### config.mk
export PLATFORM = sky130hd
export DESIGN_NAME = epg_pulse_gen
export DESIGN_NICKNAME = d
export VERILOG_FILES = /design/src/rtl/epg_pkg.sv /design/src/rtl/epg_pulse_shaper.sv /design/src/rtl/epg_pulse_gen.sv
export SDC_FILE = /design/constraint.sdc
export NUM_CORES = 1
export LEC_CHECK = 0
export BUFFER_PORTS_ARGS = -buffer_cell sky130_fd_sc_hd__buf_4
export CAP_MARGIN = 20
export CORE_MARGIN = 1.5
export CORE_UTILIZATION = 46
export DETAILED_ROUTE_END_ITERATION = 8
export PLACE_DENSITY = 0.74
export SYNTH_ARGS = -nofsm -noshare
export SYNTH_HDL_FRONTEND = slang
export SYNTH_HIERARCHICAL = 1
export SYNTH_SLANG_ARGS = --single-unit
### constraint.sdc
create_clock -name clk_i -period 19.8 [get_ports clk_i]
set_input_delay 1.98 -clock clk_i [delete_from_list [all_inputs] [get_ports clk_i]]
set_output_delay 1.98 -clock clk_i [all_outputs]
set_load 0.05 [all_outputs]
### src/rtl/epg_pkg.sv
package epg_pkg;

  ////////////////////////////////////////////////////////////////////////////
  // clock and pulse timing
  localparam int CLK_HZ = 20_000_000;
  localparam int CYC_PER_MS = CLK_HZ / 1000;
  localparam int CF_NOM_MS = 90;
  localparam int CF_NOM_CYC = CF_NOM_MS * CYC_PER_MS;
  localparam int CF_HALF_MS = 180;
  localparam int CF_HALF_CYC = CF_HALF_MS * CYC_PER_MS;
  localparam int LF_HALF_MS = 240;
  localparam int LF_HALF_CYC = LF_HALF_MS * CYC_PER_MS;
  localparam int LF_NOM_MS = 120;
  localparam int LF_NOM_CYC = LF_NOM_MS * CYC_PER_MS;
  localparam int CF_HF_US = 35;
  localparam int CF_HF_CYC = (CF_HF_US * CLK_HZ + 999_999) / 1_000_000;

  ////////////////////////////////////////////////////////////////////////////
  // energy accumulation
  localparam int PWR_W = 24;
  localparam int ACC_W = 32;
  localparam int TIM_W = 32;
  localparam logic [ACC_W-1:0] LF_QUANTUM = 32'h0800_0000;
  localparam logic [PWR_W:0] NOLOAD_THRESH = 25'h000_0100;
  localparam logic [ACC_W-1:0] ACC_RST = 32'h0000_0000;
  localparam logic [11:0] CF_CNT_RST = 12'h000;

  ////////////////////////////////////////////////////////////////////////////
  // register map
  localparam int ADDR_W = 4;
  localparam logic [ADDR_W-1:0] STATUS_OFS = 4'h0;
  localparam logic [ADDR_W-1:0] MASK_OFS = 4'h4;
  localparam logic [ADDR_W-1:0] STATE_OFS = 4'h8;
  localparam logic [ADDR_W-1:0] COUNT_OFS = 4'hc;
  localparam int ST_W = 3;
  localparam int ST_CF_BIT = 0;
  localparam int ST_LF_BIT = 1;
  localparam int ST_REV_BIT = 2;
  localparam logic [ST_W-1:0] STATUS_RST = 3'h0;
  localparam logic [ST_W-1:0] MASK_RST = 3'h0;
  localparam logic [15:0] COUNT_RST = 16'h0000;
  localparam int STATE_REV_BIT = 0;
  localparam int STATE_SIDE_BIT = 1;
  localparam int STATE_HF_BIT = 2;
  localparam int STATE_RATE_POS = 4;
  localparam int STATE_SCALE_BIT = 6;

  typedef struct packed {
    logic scale;
    logic [1:0] rate;
  } epg_cfg_t;

  typedef struct packed {
    logic wr;
    logic rd;
    logic [ADDR_W-1:0] addr;
    logic [31:0] wdata;
  } epg_bus_t;

  // log2 of calibration-to-low-frequency pulse ratio
  function automatic logic [3:0] epg_mult_log2(input epg_cfg_t cfg);
    logic [3:0] r;
    r = 4'h0;
    if (cfg.scale) begin
      r = 4'h7 - {2'b00, cfg.rate};
    end else if (cfg.rate == 2'b11) begin
      r = 4'hb;
    end else begin
      r = 4'h6 - {2'b00, cfg.rate};
    end
    return r;
  endfunction

  function automatic logic epg_hf_mode(input epg_cfg_t cfg);
    return !cfg.scale && (cfg.rate == 2'b11);
  endfunction

endpackage

### src/rtl/epg_pulse_shaper.sv
`timescale 1ns/100ps
`default_nettype none

module epg_pulse_shaper (
  // clock and reset
  input wire logic clk_i,
  input wire logic sys_rst_i,
  // pulse request and width control
  input wire logic trig_i,
  input wire logic fixed_en_i,
  input wire logic [epg_pkg::TIM_W-1:0] fixed_cyc_i,
  input wire logic [epg_pkg::TIM_W-1:0] nom_cyc_i,
  input wire logic [epg_pkg::TIM_W-1:0] half_limit_i,
  // shaped pulse, active high
  output logic pulse_o
);
  import epg_pkg::*;

  logic [TIM_W-1:0] period_reg, period_next;
  logic [TIM_W-1:0] width_reg, width_next;
  logic [TIM_W-1:0] width_sel;
  logic active_reg, active_next;
  logic seen_reg, seen_next;

  ////////////////////////////////////////////////////////////////////////////
  always_comb begin
    period_next = (period_reg == '1) ? period_reg : period_reg + 1'b1;
    width_next = width_reg;
    active_next = active_reg;
    seen_next = seen_reg;
    width_sel = nom_cyc_i;
    if (fixed_en_i) begin
      width_sel = fixed_cyc_i;
    end else if (seen_reg && period_reg < half_limit_i) begin
      width_sel = (period_reg >> 1);
    end
    if (width_sel == '0) begin
      width_sel = {{(TIM_W-1){1'b0}}, 1'b1};
    end
    if (trig_i) begin
      period_next = {{(TIM_W-1){1'b0}}, 1'b1};
      width_next = width_sel - 1'b1;
      active_next = 1'b1;
      seen_next = 1'b1;
    end else if (active_reg) begin
      if (width_reg == '0) begin
        active_next = 1'b0;
      end else begin
        width_next = width_reg - 1'b1;
      end
    end
  end

  always_ff @(posedge clk_i or posedge sys_rst_i) begin
    if (sys_rst_i) begin
      period_reg <= '0;
      width_reg <= '0;
      active_reg <= 1'b0;
      seen_reg <= 1'b0;
    end else begin
      period_reg <= period_next;
      width_reg <= width_next;
      active_reg <= active_next;
      seen_reg <= seen_next;
    end
  end

  assign pulse_o = active_reg;

  ////////////////////////////////////////////////////////////////////////////
  a_short_half: assert property (@(posedge clk_i) disable iff (sys_rst_i)
    trig_i && !fixed_en_i && seen_reg && period_reg < half_limit_i && period_reg > 3
    |=> width_reg == ($past(period_reg) >> 1) - 1)
    else $error("short period pulse not half period");

endmodule

`default_nettype wire

### src/rtl/epg_pulse_gen.sv
// The address map and strobed register access were chosen for this implementation.
`timescale 1ns/100ps
`default_nettype none

module epg_pulse_gen #(
  parameter int CF_NOM_CYC = epg_pkg::CF_NOM_CYC,
  parameter int CF_HALF_CYC = epg_pkg::CF_HALF_CYC,
  parameter int LF_NOM_CYC = epg_pkg::LF_NOM_CYC,
  parameter int LF_HALF_CYC = epg_pkg::LF_HALF_CYC
) (
  // clock and reset
  input wire logic clk_i,
  input wire logic sys_rst_i,
  // power samples from the front end
  input wire logic signed [epg_pkg::PWR_W-1:0] power_i,
  input wire logic power_vld_i,
  // rate and scale selection pins
  input wire logic rate_sel_lo_i,
  input wire logic rate_sel_hi_i,
  input wire logic calib_scale_sel_i,
  // register port
  input wire epg_pkg::epg_bus_t bus_i,
  output logic [31:0] rdata_o,
  output logic irq_o,
  // metering outputs
  output logic lowfreq_pulse_a_o,
  output logic lowfreq_pulse_b_o,
  output logic calib_pulse_out_o,
  output logic reverse_power_flag_o
);
  import epg_pkg::*;

  epg_cfg_t cfg;
  logic hf_mode;
  logic [3:0] mult_log2;
  logic [11:0] mult_m1;
  logic [ACC_W-1:0] cf_thresh;
  logic [PWR_W:0] mag;
  logic accept;
  logic [ACC_W-1:0] addend;
  logic [ACC_W:0] sum;
  logic cf_evt, cf_fire, lf_fire, rev_evt;

  logic [ACC_W-1:0] acc_reg, acc_next;
  logic [11:0] cf_cnt_reg, cf_cnt_next;
  logic rev_reg, rev_next;
  logic side_reg, side_next;
  logic cur_side_reg, cur_side_next;
  logic lf_a_reg, lf_a_next;
  logic lf_b_reg, lf_b_next;
  logic lf_active, cf_active;

  logic [ST_W-1:0] status_reg, status_next;
  logic [ST_W-1:0] mask_reg, mask_next;
  logic [15:0] count_reg, count_next;
  logic [31:0] rdata_reg, rdata_next;
  logic irq_reg, irq_next;

  ////////////////////////////////////////////////////////////////////////////
  // configuration decode
  always_comb begin
    cfg.scale = calib_scale_sel_i;
    cfg.rate = {rate_sel_hi_i, rate_sel_lo_i};
    hf_mode = epg_hf_mode(cfg);
    mult_log2 = epg_mult_log2(cfg);
    mult_m1 = 12'((32'h1 << mult_log2) - 32'h1);
    cf_thresh = LF_QUANTUM >> mult_log2;
  end

  ////////////////////////////////////////////////////////////////////////////
  // energy accumulation and pulse instants
  always_comb begin
    mag = power_i[PWR_W-1] ? -{power_i[PWR_W-1], power_i} : {1'b0, power_i};
    accept = power_vld_i && (mag >= NOLOAD_THRESH);
    addend = ACC_W'({7'h00, mag} << cfg.rate);
    sum = {1'b0, acc_reg} + {1'b0, addend};
    acc_next = acc_reg;
    cf_evt = 1'b0;
    if (accept) begin
      if (sum >= {1'b0, cf_thresh}) begin
        cf_evt = 1'b1;
        acc_next = ACC_W'(sum - {1'b0, cf_thresh});
      end else begin
        acc_next = sum[ACC_W-1:0];
      end
    end
    // sign of the sample is the quadrant test of the two channels
    cf_fire = cf_evt && !power_i[PWR_W-1];
    rev_next = cf_evt ? power_i[PWR_W-1] : rev_reg;
    rev_evt = cf_evt && (power_i[PWR_W-1] != rev_reg);
    cf_cnt_next = cf_cnt_reg;
    lf_fire = 1'b0;
    if (cf_fire) begin
      if (cf_cnt_reg >= mult_m1) begin
        cf_cnt_next = CF_CNT_RST;
        lf_fire = 1'b1;
      end else begin
        cf_cnt_next = cf_cnt_reg + 1'b1;
      end
    end
  end

  always_ff @(posedge clk_i or posedge sys_rst_i) begin
    if (sys_rst_i) begin
      acc_reg <= ACC_RST;
      cf_cnt_reg <= CF_CNT_RST;
      rev_reg <= 1'b0;
    end else begin
      acc_reg <= acc_next;
      cf_cnt_reg <= cf_cnt_next;
      rev_reg <= rev_next;
    end
  end

  assign reverse_power_flag_o = rev_reg;

  ////////////////////////////////////////////////////////////////////////////
  // pulse shaping
  epg_pulse_shaper u_cf_shaper (
    .clk_i(clk_i),
    .sys_rst_i(sys_rst_i),
    .trig_i(cf_fire),
    .fixed_en_i(hf_mode),
    .fixed_cyc_i(TIM_W'(CF_HF_CYC)),
    .nom_cyc_i(TIM_W'(CF_NOM_CYC)),
    .half_limit_i(TIM_W'(CF_HALF_CYC)),
    .pulse_o(cf_active)
  );

  epg_pulse_shaper u_lf_shaper (
    .clk_i(clk_i),
    .sys_rst_i(sys_rst_i),
    .trig_i(lf_fire),
    .fixed_en_i(1'b0),
    .fixed_cyc_i(TIM_W'(LF_NOM_CYC)),
    .nom_cyc_i(TIM_W'(LF_NOM_CYC)),
    .half_limit_i(TIM_W'(LF_HALF_CYC)),
    .pulse_o(lf_active)
  );

  assign calib_pulse_out_o = cf_active;

  ////////////////////////////////////////////////////////////////////////////
  // alternating low-frequency outputs
  always_comb begin
    side_next = lf_fire ? !side_reg : side_reg;
    cur_side_next = lf_fire ? side_reg : cur_side_reg;
    lf_a_next = !(lf_active && !cur_side_reg);
    lf_b_next = !(lf_active && cur_side_reg);
  end

  always_ff @(posedge clk_i or posedge sys_rst_i) begin
    if (sys_rst_i) begin
      side_reg <= 1'b0;
      cur_side_reg <= 1'b0;
      lf_a_reg <= 1'b1;
      lf_b_reg <= 1'b1;
    end else begin
      side_reg <= side_next;
      cur_side_reg <= cur_side_next;
      lf_a_reg <= lf_a_next;
      lf_b_reg <= lf_b_next;
    end
  end

  assign lowfreq_pulse_a_o = lf_a_reg;
  assign lowfreq_pulse_b_o = lf_b_reg;

  ////////////////////////////////////////////////////////////////////////////
  // register port and interrupt
  always_comb begin
    logic [ST_W-1:0] clr;
    logic [ST_W-1:0] set;
    clr = '0;
    set = '0;
    set[ST_CF_BIT] = cf_fire;
    set[ST_LF_BIT] = lf_fire;
    set[ST_REV_BIT] = rev_evt;
    if (bus_i.wr && bus_i.addr == STATUS_OFS) begin
      clr = bus_i.wdata[ST_W-1:0];
    end
    // a new event wins over a clear in the same cycle
    status_next = (status_reg & ~clr) | set;
    mask_next = mask_reg;
    if (bus_i.wr && bus_i.addr == MASK_OFS) begin
      mask_next = bus_i.wdata[ST_W-1:0];
    end
    count_next = lf_fire ? count_reg + 1'b1 : count_reg;
    if (bus_i.wr && bus_i.addr == COUNT_OFS) begin
      count_next = bus_i.wdata[15:0];
    end
    rdata_next = 32'h0000_0000;
    if (bus_i.rd) begin
      case (bus_i.addr)
        STATUS_OFS: rdata_next[ST_W-1:0] = status_reg;
        MASK_OFS: rdata_next[ST_W-1:0] = mask_reg;
        STATE_OFS: begin
          rdata_next[STATE_REV_BIT] = rev_reg;
          rdata_next[STATE_SIDE_BIT] = side_reg;
          rdata_next[STATE_HF_BIT] = hf_mode;
          rdata_next[STATE_RATE_POS +: 2] = cfg.rate;
          rdata_next[STATE_SCALE_BIT] = cfg.scale;
        end
        COUNT_OFS: rdata_next[15:0] = count_reg;
        default: rdata_next = 32'h0000_0000;
      endcase
    end
    irq_next = |(status_next & mask_next);
  end

  always_ff @(posedge clk_i or posedge sys_rst_i) begin
    if (sys_rst_i) begin
      status_reg <= STATUS_RST;
      mask_reg <= MASK_RST;
      count_reg <= COUNT_RST;
      rdata_reg <= 32'h0000_0000;
      irq_reg <= 1'b0;
    end else begin
      status_reg <= status_next;
      mask_reg <= mask_next;
      count_reg <= count_next;
      rdata_reg <= rdata_next;
      irq_reg <= irq_next;
    end
  end

  assign rdata_o = rdata_reg;
  assign irq_o = irq_reg;

  ////////////////////////////////////////////////////////////////////////////
  // checks
  logic [TIM_W-1:0] cf_hi_cnt_reg;
  logic hf_hold_reg;

  always_ff @(posedge clk_i or posedge sys_rst_i) begin
    if (sys_rst_i) begin
      cf_hi_cnt_reg <= '0;
      hf_hold_reg <= 1'b0;
    end else begin
      // a retrigger restarts the width count, as it restarts the pulse
      cf_hi_cnt_reg <= (calib_pulse_out_o && !cf_fire) ? cf_hi_cnt_reg + 1'b1 : '0;
      hf_hold_reg <= cf_fire ? hf_mode : hf_hold_reg;
    end
  end

  a_lf_never_both: assert property (@(posedge clk_i) disable iff (sys_rst_i)
    lowfreq_pulse_a_o || lowfreq_pulse_b_o)
    else $error("both low outputs active together");

  a_lf_side_flip: assert property (@(posedge clk_i) disable iff (sys_rst_i)
    lf_fire |=> side_reg != $past(side_reg) && cur_side_reg == $past(side_reg))
    else $error("low outputs did not alternate");

  a_lf_active_low: assert property (@(posedge clk_i) disable iff (sys_rst_i)
    lf_active && !cur_side_reg |=> !lowfreq_pulse_a_o && lowfreq_pulse_b_o)
    else $error("low output a not driven low");

  a_cf_hf_width: assert property (@(posedge clk_i) disable iff (sys_rst_i)
    $fell(calib_pulse_out_o) && hf_hold_reg |-> cf_hi_cnt_reg == TIM_W'(CF_HF_CYC))
    else $error("high-frequency calibration width wrong");

  a_cf_nom_width: assert property (@(posedge clk_i) disable iff (sys_rst_i)
    $fell(calib_pulse_out_o) && !hf_hold_reg |-> cf_hi_cnt_reg <= TIM_W'(CF_NOM_CYC))
    else $error("calibration pulse wider than nominal");

  a_cf_rise: assert property (@(posedge clk_i) disable iff (sys_rst_i)
    cf_fire |=> calib_pulse_out_o)
    else $error("calibration pulse not issued");

  a_rev_hold: assert property (@(posedge clk_i) disable iff (sys_rst_i)
    !cf_evt |=> $stable(reverse_power_flag_o))
    else $error("reverse flag changed between pulses");

  a_rev_sign: assert property (@(posedge clk_i) disable iff (sys_rst_i)
    cf_evt |=> reverse_power_flag_o == $past(power_i[PWR_W-1]))
    else $error("reverse flag does not follow power sign");

  a_noload_block: assert property (@(posedge clk_i) disable iff (sys_rst_i)
    !accept |-> !cf_fire && !lf_fire ##1 acc_reg == $past(acc_reg))
    else $error("sub-threshold power produced energy");

  a_rate_scale: assert property (@(posedge clk_i) disable iff (sys_rst_i)
    accept && !cf_evt |=> acc_reg - $past(acc_reg) ==
      ($past(power_i < 0 ? -32'(power_i) : 32'(power_i)) << $past({rate_sel_hi_i, rate_sel_lo_i})))
    else $error("accumulation not scaled by rate code");

  a_lf_ratio: assert property (@(posedge clk_i) disable iff (sys_rst_i)
    lf_fire |-> cf_fire && cf_cnt_reg == mult_m1)
    else $error("low pulse not at calibration multiple");

  c_cf_pulse: cover property (@(posedge clk_i) disable iff (sys_rst_i) cf_fire);
  c_lf_pulse: cover property (@(posedge clk_i) disable iff (sys_rst_i) lf_fire && side_reg);
  c_rev_rise: cover property (@(posedge clk_i) disable iff (sys_rst_i)
    $rose(reverse_power_flag_o));
  c_hf_pulse: cover property (@(posedge clk_i) disable iff (sys_rst_i)
    $fell(calib_pulse_out_o) && hf_hold_reg);

endmodule

`default_nettype wire

**Yosys cells after proc, flatten, opt, wreduce, memory -nomap -nowiden**

Index checks and enable logic that the tools add are counted.

- Register bits: 236
- Latch bits: 0
- RAM bits: 0
- ROM bits: 0
- Output and inout bits: 37
- Word-level logic and storage cells: 124
- Memories kept: 0

- $add $sub $neg: 14
- Multiply operators: 0
- Div/mod/pow operators: 0
- Order comparisons: 5
- Equal/unequal tests: 11
- Shift operators: 3
- Multiplexer cells: 39
- Bitwise gates (word level): 4
- Reduce and logical (&&, ||, !) cells: 28

Operator list:

| cell | number |
|---|---|
| $mux 32 | 12 |
| $logic_not 32->1 | 4 |
| $mux 31 | 4 |
| $sub 32x1->32 const B | 3 |
| $add 32x1->32 const B | 2 |
| $eq 32x32->1 const B | 2 |
| $mux 16 | 3 |
| $add 32x32->33 | 1 |
| $ge 33x32->1 | 1 |
| $lt 32x22->1 const B | 1 |
| $lt 32x23->1 const B | 1 |
| $shl 25x2->32 | 1 |
| $shr 28x4->32 const A | 1 |
| $sub 31x1->32 const B | 1 |
| $sub 32x32->32 | 1 |
| $ge 25x9->1 const B | 1 |
| $mux 25 | 1 |
| $neg 25->25 | 1 |
| $add 16x1->16 const B | 1 |
| $add 12x1->12 const B | 1 |
| $ge 12x12->1 | 1 |
| $mux 12 | 1 |
| $pmux 3 s4 | 1 |
| $shl 1x4->12 const A | 1 |
| other kinds (21) | 57 |

**Longest topological paths before layout**

Gate-level depths: netlist (run 1).

- Word-level depth: 12
- Mapped depth: 43
- Depth with buffers taken out: 38

**Hierarchy**

The synthesis (run 1) kept the hierarchy.

Modules (own cells, without submodules):

| module | times used | cells each | area each (sq um) | sequential area each (sq um) |
|---|---|---|---|---|
| epg_pulse_shaper | 2 | 722 | 5854.4 | 1651.6 |
| epg_pulse_gen | 1 | 1037 | 8298.0 | 2204.6 |

**Least setup slack after synthesis (run 1)**

Ideal clock, no wire load.

- Path type: in2reg
- From: in power_i[23] in the netlist's numbering
- To: reg u_cf_shaper.width_reg[6]
- Setup time: 141 ps
- Arrival: 10271 ps
- Required time: 19659 ps
- Path slack: 9387 ps
- Cell stages on the path: 41
- Cells stage by stage: clkbuf_1 > clkbuf_1 > clkbuf_1 > clkbuf_1 > o31ai_1 > xnor2_1 > nor2_1 > nor2_1 > nor2_1 > a21oi_1 > ha_1 > a21o_1 > a221o_1 > a41o_1 > a211oi_2 > nor2_1 > nor2_1 > ha_1 > [5 not listed] > a221oi_4 > or3b_1 > buf_2 > o211ai_2 > buf_2 > inv_1 > clkinv_1 > clkbuf_1 > buf_1 > a21oi_1 > a21oi_1 > ha_1 > inv_1 > or2_2 > a211oi_1 > nor2b_1 > xnor2_1 > a21oi_1

- Longest elaborated chain between the ends: 10

RTL lines:

| element | line | source |
|---|---|---|
| start: declaration | epg_pulse_gen.sv:15 | `input wire logic signed [epg_pkg::PWR_W-1:0] power_i,` |
| $neg 25->25 | epg_pulse_gen.sv:73 | `mag = power_i[PWR_W-1] ? -{power_i[PWR_W-1], power_i} : {1'b0, power_i};` |
| $mux 25 | epg_pulse_gen.sv:73 |  |
| $shl 25x2->32 | epg_pulse_gen.sv:75 | `addend = ACC_W'({7'h00, mag} << cfg.rate);` |
| $add 32x32->33 | epg_pulse_gen.sv:76 | `sum = {1'b0, acc_reg} + {1'b0, addend};` |
| $ge 33x32->1 | epg_pulse_gen.sv:80 | `if (sum >= {1'b0, cf_thresh}) begin` |
| $mux 1 | epg_pulse_gen.sv:80 |  |
| $mux 1 | epg_pulse_gen.sv:79 | `if (accept) begin` |
| $logic_and 1x1->1 (*) | epg_pulse_gen.sv:88 | `cf_fire = cf_evt && !power_i[PWR_W-1];` |
| named net cf_fire | epg_pulse_gen.sv:42 | `logic cf_evt, cf_fire, lf_fire, rev_evt;` |
| $ne 2x2->1 (no source line) or $reduce_bool 2->1 (tied branches) | n/a |  |
| $reduce_and 2->1 (no source line) | n/a |  |
| end signal: assignment | epg_pulse_shaper.sv:62 | `width_reg <= width_next;` |
| end: declaration | epg_pulse_shaper.sv:20 | `logic [TIM_W-1:0] width_reg, width_next;` |

Mark *: on every way through the listed nets, which the timed path passes. The rest lies on a longest branch.
A chain may end at the register's enable or synchronous reset.

**Final worst setup path (run 1)**

- From: in rate_sel_lo_i
- To: reg u_cf_shaper.width_reg[30]

- Longest elaborated chain between the ends: 10

RTL lines:

| element | line | source |
|---|---|---|
| start: declaration | epg_pulse_gen.sv:18 | `input wire logic rate_sel_lo_i,` |
| parallel branches: the longest is 4 deep, another holds $add 32x32->33 | n/a |  |
| $ge 33x32->1 (*) | epg_pulse_gen.sv:80 |  |
| $mux 1 (*) | epg_pulse_gen.sv:80 |  |
| $mux 1 (*) | epg_pulse_gen.sv:79 |  |
| $logic_and 1x1->1 (*) | epg_pulse_gen.sv:88 |  |
| named net cf_fire | epg_pulse_gen.sv:42 |  |
| $ne 2x2->1 (no source line) or $reduce_bool 2->1 (tied branches) | n/a |  |
| $reduce_and 2->1 (no source line) | n/a |  |

Mark *: on every way through the listed nets, which the timed path passes.

==> summary.json, run 1 <==
{
  "crit_type": "input port to flip-flop",
  "core_region_area_um2": 43000,
  "port_buffers": 72,
  "post-route-min-period_ns": 11.72,
  "vias_per_cell": 5.64,
  "design.die.area_um2": 44800,
  "design.final.nets": 2886,
  "max_freq_mhz": 85.3,
  "timing.final.setup_violations": 0,
  "cts_post_setup_buffers_inserted": 0,
  "launch_point_of_the_worst_path": "rate_sel_lo_i",
  "met1_length_mm": 24.1,
  "cpMaxStageDelayCell": "sky130_fd_sc_hd__clkinv_1",
  "final_antenna_net_count": 0,
  "timing.critical_path.mode_cell": "sky130_fd_sc_hd__nor2_1",
  "clock_pin_slew_on_the_worst_setup_and_hold_paths_ns": 0.05,
  "nFillCells": 4075,
  "relSlewSlack_pct": 29.2,
  "ys_ff_latch": 220,
  "layoutNonFillerInstCount": 3300,
  "clock_path_buffers": 3,
  "drt_pass1_iterations": 5,
  "overflow": 0,
  "drt_iter0_markers": 1224,
  "floorplan.initialDensity_pct": 46.5,
  "grt_max_degree": 75,
  "reg2reg_from": "acc_reg[0]$_DFFE_PP0P_",
  "syn_to_final_growth_pct": 12.4,
  "synth-async-reset-ratio_pct": 100,
  "cts_hold_repair.buffers": 0,
  "tritoncts": "done",
  "yosysWarningCount": 6,
  "grt_setup_unrepaired": "false",
  "synthDistinctLibCells": 104,
  "static-leakage-power_nw": 9.97,
  "grt_first_pass_wirelength_mm": 88.6,
  "clock_insertion_delay_worst_skew_ns": 0.58,
  "synth-compound-area-share_pct": 19.4,
  "total_instance_count_after_detailed_placement": 3247,
  "timing.reg2reg.setup_slack_ns": 10.84,
  "cp.required_ns": 20.21,
  "detailroute.via_count": 18598,
  "tightest_slew_ns": 1.06,
  "timing.critical_path.from_type": "input port",
  "crit_end": "u_cf_shaper/width_reg[30]$_DFFE_PP0P_",
  "synth-edff-count": 0,
  "gp_congestion": 0.927,
  "rr_endpoint": "u_cf_shaper/width_reg[30]$_DFFE_PP0P_",
  "max-cap-violations": 0,
  "via_count_of_the_first_global_routing_pass": 17856,
  "post-route-period-util_pct": 59.2,
  "ctsRootBufferMaster": "sky130_fd_sc_hd__clkbuf_16",
  "antenna_found_initial": 3,
  "grtUsageTotal_pct": 23.8,
  "fp.dieH_um": 212,
  "r2r.worst_path.cells": 29,
  "core.rowCount": 76,
  "synth.area.mux_share_pct": 5.04,
  "dp_hpwl_mm": 39.4,
  "dominantRegCellSynth": "sky130_fd_sc_hd__dfrtp_1",
  "routed_wire_length_on_met2_mm": 25.1,
  "io_pins": 105,
  "htree_levels": 1,
  "clkSinkCount": 220,
  "wl_met3_mm": 2.93,
  "finalHoldViolations": 0,
  "basic_gate_share_of_the_synthesized_area_counting_and_or_nand_and_nor_cells_pct": 25.0,
  "synth_fa_ha_area_share_pct": 7.92,
  "powerDensity_nw_per_um2": 128,
  "drive_above_1_share_pct": 9.14,
  "detail_route.wirelength_mm": 53.8,
  "routed.top_layer": "met5",
  "synth_area_per_cell_um2": 8.06,
  "post_synth_inst_count": 2481,
  "timing.critical_path.arrival_ns": 12.13,
  "route.detailed.wl_per_inst_um": 16.3,
  "synth_top_family_by_area": "simple AND/OR/NAND/NOR gates",
  "critical_path.max_fanout": 74,
  "cp_slowest_stage_delay_ns": 0.77,
  "cts_buffers": 28,
  "synth-xor-area-share_pct": 9.41,
  "post_cts_resize_count": 0,
  "synth-seq-area-share_pct": 27.5,
  "vdd_drop_max_mv": 0.0922,
  "worst_hold_check_path_type": "flip-flop to flip-flop",
  "outcome": "complete, no violations",
  "setup_total_negative_slack_ns": 0,
  "die_width_um": 212,
  "clock_skew_ns": 0.0252,
  "final-max-slew-violation-count": 0,
  "netlist_area_um2": 20000,
  "drcViolationCount": 0,
  "cp-end-kind": "flip-flop"
}
## power by group
| part | switching (mW) | leakage (nW) | internal [mW] | total [mW] |
|---|---|---|---|---|
| logic | 0.949 | 6.73 | 0.652 | 1.60 |
| registers | 0.168 | 2.80 | 0.602 | 0.770 |
| clock network | 0.211 | 0.446 | 0.305 | 0.515 |
| total | 1.33 | 9.97 | 1.56 | 2.89 |
## cell usage after synthesis (26+ instances only)
master	count	area share (%)
sky130_fd_sc_hd__nand3_1	113	2.8
sky130_fd_sc_hd__o21ai_0	161	4.0
sky130_fd_sc_hd__nor2_1	255	4.8
sky130_fd_sc_hd__mux2i_1	76	3.8
sky130_fd_sc_hd__a31oi_1	39	1.2
sky130_fd_sc_hd__xnor2_1	118	5.2
sky130_fd_sc_hd__inv_1	105	2.0
sky130_fd_sc_hd__or3_1	26	0.81
sky130_fd_sc_hd__o21ai_1	46	1.2
sky130_fd_sc_hd__nand4_1	33	1.0
sky130_fd_sc_hd__nor4_1	33	1.0
sky130_fd_sc_hd__ha_1	125	7.8
sky130_fd_sc_hd__and3_1	34	1.1
sky130_fd_sc_hd__nor3_1	92	2.3
sky130_fd_sc_hd__dfrtp_1	218	27
sky130_fd_sc_hd__xor2_1	97	4.2
sky130_fd_sc_hd__nand2_1	230	4.3
sky130_fd_sc_hd__a21oi_1	129	3.2
sky130_fd_sc_hd__clkbuf_1	74	1.4
## per-layer routing
| layer | vias to the layer above | track usage (%) |
|---|---|---|
| li1 | 9089 | - |
| met3 | 119 | 3.17 |
| met2 | 515 | 39.6 |
| met5 | - | 0 |
| met4 | 2 | 8.82 |
| met1 | 8873 | 31.6 |
## critical path: cells and delay by family
| family | cells | cell delay [ns] |
|---|---|---|
| buffers and inverters | 4 | 1.88 |
| and+or+nand+nor | 12 | 2.96 |
| xor gates and xnor gates | 1 | 0.18 |
| adders and majority gates | 2 | 0.60 |
| AOI/OAI and AO/OA | 15 | 4.45 |
## worst min path at each step
stage,depth (start not counted),start,slack [ns],endpoint
floorplan,1,cur_side_reg$_DFFE_PP0P_,0.38,lowfreq_pulse_b_o$_DFF_PP1_
detailed placement,1,cur_side_reg$_DFFE_PP0P_,0.42,lowfreq_pulse_b_o$_DFF_PP1_
CTS,1,cur_side_reg$_DFFE_PP0P_,0.43,lowfreq_pulse_b_o$_DFF_PP1_
global placement,1,cur_side_reg$_DFFE_PP0P_,0.42,lowfreq_pulse_b_o$_DFF_PP1_
finish,1,cur_side_reg$_DFFE_PP0P_,0.42,lowfreq_pulse_b_o$_DFF_PP1_
global route,1,cur_side_reg$_DFFE_PP0P_,0.45,lowfreq_pulse_b_o$_DFF_PP1_
## kinds of logic (layout without fill, tap and decap cells)
kind of cell	after synthesis	count (layout)
buffers and inverters	249	248
flip-flops	220	220
multiplexers	95	95
adder cells (fa/ha/maj)	126	126
other	2	237
AND/OR/NAND/NOR	986	986
XOR/XNOR	215	215
AO/OA/AOI/OAI	588	588
## cell usage in the layout, fill, tap and decap left out, types with 15 or more instances in the layout
cell                        netlist  final
sky130_fd_sc_hd__nor2_1         255    254
sky130_fd_sc_hd__conb_1           2    235
sky130_fd_sc_hd__nand2_1        230    230
sky130_fd_sc_hd__dfrtp_1        218    218
sky130_fd_sc_hd__o21ai_0        161    161
sky130_fd_sc_hd__a21oi_1        129    129
sky130_fd_sc_hd__ha_1           125    125
sky130_fd_sc_hd__xnor2_1        118    118
sky130_fd_sc_hd__nand3_1        113    113
sky130_fd_sc_hd__inv_1          105    101
sky130_fd_sc_hd__xor2_1          97     97
sky130_fd_sc_hd__nor3_1          92     92
sky130_fd_sc_hd__buf_4           23     86
sky130_fd_sc_hd__mux2i_1         76     76
sky130_fd_sc_hd__o21ai_1         46     46
sky130_fd_sc_hd__a31oi_1         39     39
sky130_fd_sc_hd__and3_1          34     34
sky130_fd_sc_hd__nand4_1         33     33
sky130_fd_sc_hd__nor4_1          33     33
sky130_fd_sc_hd__clkbuf_16        0     28
sky130_fd_sc_hd__or3_1           26     26
sky130_fd_sc_hd__nand2b_1        25     25
sky130_fd_sc_hd__and2_1          25     25
sky130_fd_sc_hd__a21o_1          21     21
sky130_fd_sc_hd__a2bb2oi_1       19     19
sky130_fd_sc_hd__or2_2           17     17
sky130_fd_sc_hd__nor2b_1         17     17
sky130_fd_sc_hd__a211oi_1        16     16
sky130_fd_sc_hd__mux2_2          16     16
sky130_fd_sc_hd__o211ai_1        15     15
## cell type report
cell class	instances	area [um^2]	area share (%)
tap	585	732	3.26
inverter	111	422	1.88
sequential	220	5510	24.5
timing repair buffer	86	646	2.87
clock buffer	42	803	3.57
antenna	2	5.00	0.0223
clock inverter	9	109	0.484
multi-input combinational	2245	14300	63.4
## stage by stage
step / cell area [um^2] / utilization, % / hold WS [ns] / setup WS, ns / total power [mW]
floorplan: 20900 / - / 0.384 / 9.39 / 2.00
global placement: 21600 / 50.2 / 0.422 / 7.80 / 2.27
detailed placement: 21600 / 50.2 / 0.417 / 7.58 / 2.34
global route: 22500 / 52.3 / 0.455 / 7.42 / 3.10
finish: 22500 / 52.3 / 0.422 / 8.08 / 2.89
CTS: 22500 / 52.3 / 0.428 / 8.16 / 2.87
(Power assumes the default switching activity.)
==> run 2, diff against run 1 <==
Clock period 19.8 ns to 11.35 ns, I/O delays scaled along.
==> run 2 against run 1 <==
  * Core utilization up 0.30 points
  * Final area up 0.57%
  * Global-route usage up 0.24 points
  * Largest cell class unchanged
==> summary.json, run 2 (same netlist as run 1, synthesis figures left out) <==
{
  "detailroute.via_count": 18595,
  "ctsRootBufferMaster": "sky130_fd_sc_hd__clkbuf_16",
  "fp.dieH_um": 212,
  "vias_per_cell": 5.62,
  "syn_to_final_growth_pct": 13.0,
  "nFillCells": 4046,
  "cts_post_setup_buffers_inserted": 0,
  "worst_slack_ns": 1.22,
  "io_pins": 105,
  "final_antenna_net_count": 0,
  "drt_iter0_markers": 1258,
  "grtUsageTotal_pct": 24.1,
  "placed_area_um2": 21600,
  "crit_type": "input port to flip-flop",
  "vdd_drop_max_mv": 0.133,
  "tritoncts": "done",
  "detail_route.wirelength_mm": 54.0,
  "drive_above_1_share_pct": 9.66,
  "powerDensity_nw_per_um2": 224,
  "dp_hpwl_mm": 39.8,
  "cts_buffers": 29,
  "overflow": 0,
  "clkSinkCount": 220,
  "post-route-period-util_pct": 89.2,
  "cts_hold_repair.buffers": 0,
  "max_freq_mhz": 98.7,
  "mostFrequentLayoutCells": "sky130_fd_sc_hd__nor2_1 (254), sky130_fd_sc_hd__conb_1 (235), sky130_fd_sc_hd__nand2_1 (230)",
  "antenna_found_initial": 3,
  "critical_path.max_fanout": 17,
  "die_width_um": 212,
  "core.rowCount": 76,
  "hold_slack_final_ns": 0.428,
  "setup_total_negative_slack_ns": 0,
  "clock_pin_slew_on_the_worst_setup_and_hold_paths_ns": 0.06,
  "grt_first_pass_wirelength_mm": 89.0,
  "total_power_mw": 5.06,
  "timing.critical_path.from_type": "input port",
  "timing.critical_path.arrival_ns": 10.56,
  "final_common_cell": "sky130_fd_sc_hd__nor2_1",
  "post-route-min-period_ns": 10.13,
  "design.die.area_um2": 44800,
  "cp-end-kind": "flip-flop",
  "route.detailed.wl_per_inst_um": 16.3,
  "final-max-slew-violation-count": 0,
  "static-leakage-power_nw": 10.0,
  "clock_path_buffers": 3,
  "cpMaxStageDelayCell": "sky130_fd_sc_hd__or3b_1",
  "grt_max_degree": 70,
  "gp_congestion": 0.944,
  "timing.final.setup_violations": 0,
  "core_region_area_um2": 43000,
  "final_core_utilization_pct": 52.6,
  "clock_skew_ns": 0.0494,
  "grt_setup_unrepaired": "false",
  "clock_insertion_delay_worst_skew_ns": 0.62,
  "cp_slowest_stage_delay_ns": 0.63,
  "total_instance_count_after_detailed_placement": 3252,
  "max-cap-violations": 0,
  "pre_cts_ws_ns": 0.893,
  "cp.required_ns": 11.78,
  "post_route_design_area_um2": 22600,
  "htree_levels": 1,
  "drcViolationCount": 0,
  "outcome": "complete, no violations",
  "via_count_of_the_first_global_routing_pass": 17878,
  "relSlewSlack_pct": 29.0,
  "tightest_slew_ns": 1.06,
  "worst_hold_check_path_type": "flip-flop to flip-flop",
  "design.final.nets": 2893,
  "finalHoldViolations": 0,
  "layoutNonFillerInstCount": 3309,
  "port_buffers": 72,
  "post_cts_resize_count": 0,
  "floorplan.initialDensity_pct": 46.5,
  "drt_pass1_iterations": 5
}
-- run 2: cell types whose count changed in the layout (fill, tap and decap cells not counted) --
cell and delta:
sky130_fd_sc_hd__inv_6 +2, sky130_fd_sc_hd__clkinv_4 +1, sky130_fd_sc_hd__clkbuf_1 -6, sky130_fd_sc_hd__clkbuf_16 +1
sky130_fd_sc_hd__inv_16 +1, sky130_fd_sc_hd__buf_4 +5, sky130_fd_sc_hd__clkinv_8 -1, sky130_fd_sc_hd__clkinv_2 +3
sky130_fd_sc_hd__clkinvlp_4 +2, sky130_fd_sc_hd__buf_16 +1
-- run 2: path summary, 6_finish.rpt --
check,from,end,slack [ns],cells past startpoint
worst min-delay path,cur_side_reg$_DFFE_PP0P_,lowfreq_pulse_b_o$_DFF_PP1_,0.43,1
worst min register to register,cur_side_reg$_DFFE_PP0P_,lowfreq_pulse_b_o$_DFF_PP1_,0.43,1
min in group asynchronous,sys_rst_i,count_reg[4]$_DFFE_PP0P_,0.65,2
worst max register to register,acc_reg[1]$_DFFE_PP0P_,u_cf_shaper/width_reg[6]$_DFFE_PP0P_,2.98,29
max in group asynchronous,sys_rst_i,count_reg[14]$_DFFE_PP0P_,9.69,3
worst max-delay path,power_i[0],u_cf_shaper/width_reg[6]$_DFFE_PP0P_,1.22,39
-- run 2: area by class of cell --
class | instances | area, um^2 | share of cell area [%]
Antenna cell | 2 | 5.00 | 0.0221
Clock inverter | 17 | 169 | 0.747
Clock buffer | 37 | 806 | 3.56
Sequential cell | 220 | 5510 | 24.4
Multi-Input combinational cell | 2245 | 14300 | 63.1
Tap cell | 585 | 732 | 3.24
Inverter | 111 | 422 | 1.87
Timing Repair Buffer | 92 | 711 | 3.14
-- run 2: worst max-delay path: cells and delay by family --
kind / cells / cell delay, ns
and+or+nand+nor: 12 / 2.73
AOI/OAI and AO/OA: 15 / 3.64
adders and majority gates: 4 / 1.28
xor gates and xnor gates: 2 / 0.24
buffers and inverters: 6 / 1.49
-- run 2: power breakdown --
part | leakage, nW | switching [mW] | internal, mW | total, mW
Sequential | 2.80 | 0.295 | 1.05 | 1.35
Clock | 0.480 | 0.388 | 0.550 | 0.938
Combinational | 6.77 | 1.64 | 1.14 | 2.78
-- run 2: routing by layer --
layer | global-route usage, % | up-vias | wire length (um) | share of wire (%)
li1 | - | 9112 | - | -
met1 | 31.3 | 8840 | 23600 | 44
met2 | 41.1 | 538 | 25700 | 48
met3 | 3.29 | 103 | 3240 | 6.0
met4 | 7.91 | 2 | 1510 | 2.8
met5 | 0 | - | 13 | 0.024
